File: config.mk
export PLATFORM = sky130hd
export DESIGN_NAME = host_port_device_flat
export DESIGN_NICKNAME = d
export VERILOG_FILES = /design/src/hdl/pair_pkg.sv /design/src/hdl/host_port_if.sv /design/src/hdl/host_port_device.sv /design/src/flat_wrapper.sv
export VERILOG_INCLUDE_DIRS = /design/src /design/src/hdl
export SDC_FILE = /design/constraint.sdc
export NUM_CORES = 1
export LEC_CHECK = 0
export BUFFER_PORTS_ARGS = -buffer_cell sky130_fd_sc_hd__buf_2
export CORE_ASPECT_RATIO = 1.2
export CORE_MARGIN = 4
export CORE_UTILIZATION = 41
export DETAILED_ROUTE_END_ITERATION = 12
export GPL_TIMING_DRIVEN = 0
export HOLD_SLACK_MARGIN = 0.02
export PLACE_DENSITY = 0.77
export SYNTH_ARGS = -nofsm -noshare
export SYNTH_HDL_FRONTEND = slang
export SYNTH_SLANG_ARGS = --single-unit
File: constraint.sdc
create_clock -name sys_clk -period 3.69 [get_ports sys_clk]
set_input_delay 0.738 -clock sys_clk [delete_from_list [all_inputs] [get_ports sys_clk]]
set_output_delay 0.738 -clock sys_clk [all_outputs]
set_load 0.03 [all_outputs]
File: src/hdl/pair_params.svh
/*
  constants for the 16-bit host port that pairs halves into 32-bit words.
  assumes inclusion by bare name from the package and both ends.
*/
`ifndef PAIR_PARAMS_SVH
`define PAIR_PARAMS_SVH
`define HALF_W 16
`define WORD_W 32
`define ADDR_W 8
`define SWAP_ALL_ONES 32'hffffffff
`define WORD_RESET 32'h00000000
`define HALF_RESET 16'h0000
`endif

File: src/hdl/pair_pkg.sv
/*
  types shared by both ends of the host port.
  assumes pair_params.svh is on the include path.
*/
`include "pair_params.svh"
package pair_pkg;
  typedef logic [`HALF_W-1:0] half_t;
  typedef logic [`WORD_W-1:0] word_t;
  typedef logic [`ADDR_W-1:0] waddr_t;
  typedef enum logic [1:0] {
    st_idle = 2'b00,
    st_half = 2'b01,
    st_done = 2'b10
  } pair_state_e;
endpackage

File: src/hdl/host_port_if.sv
/*
  bus between the host end and the device end: one access per strobe.
  assumes one clock shared by both ends.
*/
`timescale 1ns/100ps
`default_nettype none
interface host_port_if;
  import pair_pkg::*;
  logic cs; // one-cycle access strobe
  logic we; // write when high
  waddr_t word_addr; // address bits 2 and up
  logic half_select_address_bit; // half select
  half_t wdata; // write half
  half_t rdata; // read half, valid two cycles after the first read strobe of a pair, one cycle after the second
  logic rvalid; // read answer pulse
  modport host (output cs, output we, output word_addr, output half_select_address_bit,
    output wdata, input rdata, input rvalid);
  modport device (input cs, input we, input word_addr, input half_select_address_bit,
    input wdata, output rdata, output rvalid);
endinterface
`default_nettype wire

File: src/hdl/host_port_device.sv
/*
  device end: pairs two 16-bit accesses into one 32-bit word, applies the
  word swap setting, commits writes only when whole.
  assumes the user side answers reads combinationally from word_rdata.
*/
`timescale 1ns/100ps
`default_nettype none
`include "pair_params.svh"
module host_port_device
  import pair_pkg::*;
(
  input wire logic sys_clk,
  input wire logic rst,
  host_port_if.device bus,
  input wire word_t word_swap, // swap setting
  output var waddr_t word_addr_out, // address of committed access
  output var word_t word_wdata, // assembled write word
  output var logic word_we, // one-cycle commit of a whole write
  output var logic word_re, // one-cycle pulse: first read half fetches word
  input wire word_t word_rdata, // word at word_addr_out, given the cycle word_re is high
  output var logic read_restart // pulse: repeated read half seen
);
  typedef struct packed {
    logic wr_pend; // one write half held
    logic wr_hi; // which logical half held
    half_t wr_half; // held write half
    logic rd_pend; // one read half taken
    logic rd_hi; // which half was read
    logic fetch; // capture word next cycle
    logic fetch_hi; // logical half to return
    word_t rd_word; // latched read word
    half_t rdata;
    logic rvalid;
    waddr_t addr;
    word_t wword;
    logic we;
    logic re;
    logic restart;
  } dev_s;
  dev_s s_reg, s_next;
  logic swapped; // all ones selects swap mode
  logic hi_word; // logical half addressed
  // swap mode only for exactly all ones, any other value is default
  assign swapped = (word_swap == `SWAP_ALL_ONES);
  assign hi_word = bus.half_select_address_bit ^ swapped;
  // next-state logic for pairing
  always_comb begin
    s_next = s_reg;
    s_next.we = 1'b0;
    s_next.re = 1'b0;
    s_next.rvalid = 1'b0;
    s_next.restart = 1'b0;
    s_next.fetch = 1'b0;
    // word fetched last cycle: keep it and answer the first half
    if (s_reg.fetch) begin
      s_next.rd_word = word_rdata;
      s_next.rdata = s_reg.fetch_hi ? word_rdata[`WORD_W-1:`HALF_W]
        : word_rdata[`HALF_W-1:0];
      s_next.rvalid = 1'b1;
    end
    if (bus.cs && bus.we) begin
      if (!s_reg.wr_pend) begin
        // first half, held only
        s_next.wr_pend = 1'b1;
        s_next.wr_hi = hi_word;
        s_next.wr_half = bus.wdata;
        s_next.addr = bus.word_addr;
      end else if (s_reg.wr_hi == hi_word) begin
        s_next.wr_pend = s_reg.wr_pend; // same half: dropped, held half kept
      end else begin
        // other half: either order forms the word
        s_next.wr_pend = 1'b0;
        s_next.wword = hi_word ? {bus.wdata, s_reg.wr_half} : {s_reg.wr_half, bus.wdata};
        s_next.we = 1'b1;
      end
    end else if (bus.cs) begin
      if (s_reg.rd_pend && (s_reg.rd_hi == hi_word)) begin
        // same half twice: answer stale data, restart pairing
        s_next.rd_pend = 1'b0;
        s_next.restart = 1'b1;
        s_next.rdata = hi_word ? s_reg.rd_word[`WORD_W-1:`HALF_W]
          : s_reg.rd_word[`HALF_W-1:0];
        s_next.rvalid = 1'b1;
      end else if (!s_reg.rd_pend) begin
        // first half: fetch whole word once so halves stay coherent
        s_next.rd_pend = 1'b1;
        s_next.rd_hi = hi_word;
        s_next.addr = bus.word_addr;
        s_next.re = 1'b1;
        s_next.fetch = 1'b1;
        s_next.fetch_hi = hi_word;
      end else begin
        // second half comes from the latched word
        s_next.rd_pend = 1'b0;
        s_next.rdata = hi_word ? s_reg.rd_word[`WORD_W-1:`HALF_W]
          : s_reg.rd_word[`HALF_W-1:0];
        s_next.rvalid = 1'b1;
      end
    end
  end
  // state register
  always_ff @(posedge sys_clk or posedge rst) begin
    if (rst) begin
      s_reg <= '0;
    end else begin
      s_reg <= s_next;
    end
  end
  assign bus.rdata = s_reg.rdata;
  assign bus.rvalid = s_reg.rvalid;
  assign word_addr_out = s_reg.addr;
  assign word_wdata = s_reg.wword;
  assign word_we = s_reg.we;
  assign word_re = s_reg.re;
  assign read_restart = s_reg.restart;
endmodule // host_port_device
`default_nettype wire

File: src/flat_wrapper.sv
// flat-port wrapper written by rule: the top's interface ports become plain ports
module host_port_device_flat import pair_pkg::*;
  (sys_clk, rst, word_swap, word_addr_out, word_wdata, word_we, word_re, word_rdata, read_restart, bus_cs, bus_we, bus_word_addr, bus_half_select_address_bit, bus_wdata, bus_rdata, bus_rvalid);
  host_port_if bus_i ();
  input wire logic sys_clk;
  input wire logic rst;
  input wire word_t word_swap;
  output var waddr_t word_addr_out;
  output var word_t word_wdata;
  output var logic word_we;
  output var logic word_re;
  input wire word_t word_rdata;
  output var logic read_restart;
  input wire logic [$bits(bus_i.cs)-1:0] bus_cs;
  input wire logic [$bits(bus_i.we)-1:0] bus_we;
  input wire logic [$bits(bus_i.word_addr)-1:0] bus_word_addr;
  input wire logic [$bits(bus_i.half_select_address_bit)-1:0] bus_half_select_address_bit;
  input wire logic [$bits(bus_i.wdata)-1:0] bus_wdata;
  output wire logic [$bits(bus_i.rdata)-1:0] bus_rdata;
  output wire logic [$bits(bus_i.rvalid)-1:0] bus_rvalid;
  assign bus_i.cs = bus_cs;
  assign bus_i.we = bus_we;
  assign bus_i.word_addr = bus_word_addr;
  assign bus_i.half_select_address_bit = bus_half_select_address_bit;
  assign bus_i.wdata = bus_wdata;
  assign bus_rdata = bus_i.rdata;
  assign bus_rvalid = bus_i.rvalid;
  host_port_device u_core (.sys_clk(sys_clk), .rst(rst), .bus(bus_i), .word_swap(word_swap), .word_addr_out(word_addr_out), .word_wdata(word_wdata), .word_we(word_we), .word_re(word_re), .word_rdata(word_rdata), .read_restart(read_restart));
endmodule
==> out/results.tsv <==
stage	metric	value	unit
clock_network	clock latency on the worst-skew pair	0.35	ns
setup_path	CP Max Fanout	10	
clock_network	Clock transition at path regs	0.07	ns
synthesis	Synth Area per Inst	10.13	µm²
sta	Slew HR	47.71	%
sta	period utilization	65.15	%
die	Starting Density	41.88	%
setup_path	Worst EP arrival	2.62	ns
layout	share of layout cells above drive strength 1	40.00	%
die	die area	0.01603	mm²
layout	Filler cells	1268	
layout	share of the core filled with cells	51.69	%
run	Max-Cap Viols	0	
synthesis	synth top area cells	dfrtp_1 (49%), mux2_2 (9.4%), buf_4 (7.8%), a31oi_1 (5.2%), and3b_1 (4.9%)	
routing	antenna-violating nets left	0	
clock_network	CTS Root Cell	clkbuf_16	
synthesis	ys async rst share	100.0	%
pwr	sw power	0.002247	W
worst_hold_path	Hold Path Class	input pin to asynchronous set/reset pin	
die	# IOs	153	
sta	fmax	416.0	MHz
clock_network	Num CTS Buffers	9	
layout	area delta synth->final	23.43	%
layout	multi-input logic area	0.002317	mm²
clock_network	Clock Sinks	112	
routing	final WL	15.86	mm
pwr	peak supply drop	0.5665	mV
pwr	P_leak	3.398	nW
routing	wire per inst	17.37	µm
die	chip width	116.2	µm
setup_path	Worst R2R Start	u_core.s_reg[94]	
die	Core Rows	47	
setup_path	worst endpoint required time	3.91	ns
setup_path	slowest stage delay, CP	0.56	ns
routing	Met2 Wirelength	8.104	mm
clock_network	H-tree depth	3	
clock_network	# resized after CTS	0	
setup_path	crit end category	flop	
sta	max-slew violation count	0	
pwr	Clock power frac	17.3	%
routing	Routed met3 length	1.069	mm
layout	Final #Nets	828	
sta	setup violators final	0	
synthesis	top_reg_cell synth	dfrtp_1	
clock_network	cts hold-fix bufs	0	
routing	Via density	5.373	
setup_path	reg-to-reg setup timing slack	1.74	ns
pwr	Power Density	825.7	mW/mm²
synthesis	Yosys reg bits	112	
synthesis	yosys warns	0	
pwr	Comb power frac	45.7	%
place	routability cong.	0.8846	
sta	final worst clock skew	0.01072	ns
setup_path	type of the worst setup path	input pin to flop	
routing	top layer in use	met4	
layout	sequential cell area	0.002803	mm²
synthesis	Yosys cell types	33	
setup_path	cells along the critical path	buf_2 -> nand4_1 -> nor4_1 -> o2111ai_1 -> nand2_1 -> buf_2 -> a31oi_1	
grt	GRT Util Overall	19.92	%
place	port bufs	152	
setup_path	RR Endpoint	u_core.bus.rdata[6]	
grt	Remaining Overflow, GRT	0	
setup_path	CP Launch Type	input pin	
die	Core Area	0.01376	mm²
sta	final hold viol count	0	
pwr	internal power	0.003626	W
layout	max reg flops	53	
synthesis	Syn Inst Count	569	
synthesis	cell taking the most area after synthesis	dfrtp_1	
die	Die H	137.9	µm
place	HPWL after DPL	11.63	mm
sta	worst slew pin tran	0.7844	ns
routing	residual DRC count	0	
grt	initial antenna violation count	1	
clock_network	CTS tree	done	
synthesis	top cell type's share of synthesized area	48.63	%
grt	number of global-route vias before repair	4897	
sta	post-route setup TNS	0	ns
grt	largest net degree at the start of global routing	35	
setup_path	R2R cell count	6	
status	outcome	finished, final reports clean	
sta	crit path time final	2.404	ns
synthesis	number of flops mapped to enable cells by yosys	0	
synthesis	syn nets	662	
routing	DR iter-0 viols	339	
clock_network	setup bufs post-CTS	0	
synthesis	Cell Area, Synth	0.005763	mm²
synthesis	Seq/Total Area, Yosys	48.63	%
grt	first-pass GRT wire length	24.70	mm
pwr	sequential group share of total power	36.9	%
routing	TritonRoute pass-1 iters	5	
clock_network	Max clock buf depth	2	
routing	Vias	4906	
routing	WL met1	6.254	mm
setup_path	CP most frequent cell	buf_2	
sta	unrepaired setup endpoints after global routing	no	
pwr	Net Sw Frac	38.26	%
setup_path	CP max stage cell	nor4_1	
==> cells by family after synthesis <==
logic type / Yosys count / synth area share, %
compound gates: 129 / 12.57
simple gates: 159 / 15.33
buf+inv: 104 / 11.16
flops: 112 / 48.63
xor+xnor: 1 / 0.1520
mux: 64 / 12.16
==> synthesized netlist by cell type (6+ instances only) <==
cell and count:
nand3_1 48, buf_1 6, o21ai_0 8, and3b_1 32
mux2i_1 16, buf_4 60, clkbuf_1 23, nor2_1 39
a31oi_1 48, mux2_2 48, nand2_1 18, buf_2 10
o21ai_1 51, a21oi_1 18, dfrtp_1 112, nand4_1 8
==> layer usage <==
metal,GRT usage [%],vias up
met4,8.446,0
met5,0,-
li1,-,2318
met3,3.667,32
met1,24.19,2362
met2,34.48,194
==> critical path, delay by kind of cell <==
kind / cells / cell delay (ns)
AO/OA/AOI/OAI: 2 / 0.52
AND/OR/NAND/NOR: 3 / 1.00
buffers and inverters: 2 / 0.39
==> how the worst max path moves through the flow <==
stage,slack [ns],start,depth (start not counted),to
floorplan,1.32,word_swap[29],7,u_core.bus.rdata[10]
global placement,0.80,rst,2,u_core.word_addr_out[7]
detailed placement,0.94,word_swap[21],7,u_core.word_wdata[23]
CTS,1.30,word_swap[21],7,u_core.word_wdata[23]
global route,1.18,word_swap[21],7,u_core.word_wdata[6]
finish,1.29,word_swap[21],7,u_core.word_wdata[23]
==> cell type report <==
| cell class | count | share of cell area, % |
|---|---|---|
| Sequential cell | 112 | 39.40 |
| Multi-Input combinational cell | 353 | 32.58 |
| Timing Repair Buffer | 155 | 11.54 |
| Buffer | 101 | 8.883 |
| Clock buffer | 10 | 3.360 |
| Tap cell | 171 | 3.008 |
| Clock inverter | 6 | 0.9499 |
| Inverter | 3 | 0.2111 |
| Antenna cell | 2 | 0.07036 |
==> cell usage in the layout, fill, tap and decap left out, drive strengths merged, types with 2 or more instances in the layout <==
cell      synthesis  layout
nor4              2       2
inv               3       3
nand2            18      18
o21ai            59      59
and3b            32      32
a21boi            2       2
or4               2       2
clkbuf           23      33
clkinvlp          0       2
dfrtp           112     112
mux2             48      48
a21oi            18      18
nand3            48      48
nor2             39      39
nand4             8       8
or3               2       2
mux2i            16      16
nor2b             2       2
diode             0       2
a31oi            48      48
buf              78     233
clkinv            0       3
==> power by group through the flow <==
stage | sequential (W) | combinational, W | clock (W)
final | 0.00217 | 0.00269 | 0.00102
after global placement | 0.00217 | 0.00264 | 0
after CTS | 0.00216 | 0.00271 | 0.00103
after floorplan | 0.00208 | 0.00212 | 0
after detailed placement | 0.00218 | 0.00270 | 0
after global routing | 0.00224 | 0.00291 | 0.00109
==> per-stage QoR <==
| step | area [µm²] | total power [W] | setup WS, ns | std cells | hold WS [ns] |
|---|---|---|---|---|---|
| final | 7113 | 0.005873 | 1.286 | 913 | 0.4216 |
| after global routing | 7111 | 0.006240 | 1.175 | 912 | 0.4622 |
| after floorplan | 5767 | 0.004205 | 1.317 | 569 | 0.4510 |
| after detailed placement | 6802 | 0.004879 | 0.9377 | 895 | 0.4719 |
| after CTS | 7108 | 0.005902 | 1.299 | 911 | 0.4309 |
| after global placement | 6741 | 0.004816 | 0.8021 | 892 | 0.4642 |
No activity file was read; power rests on OpenSTA's default activity.
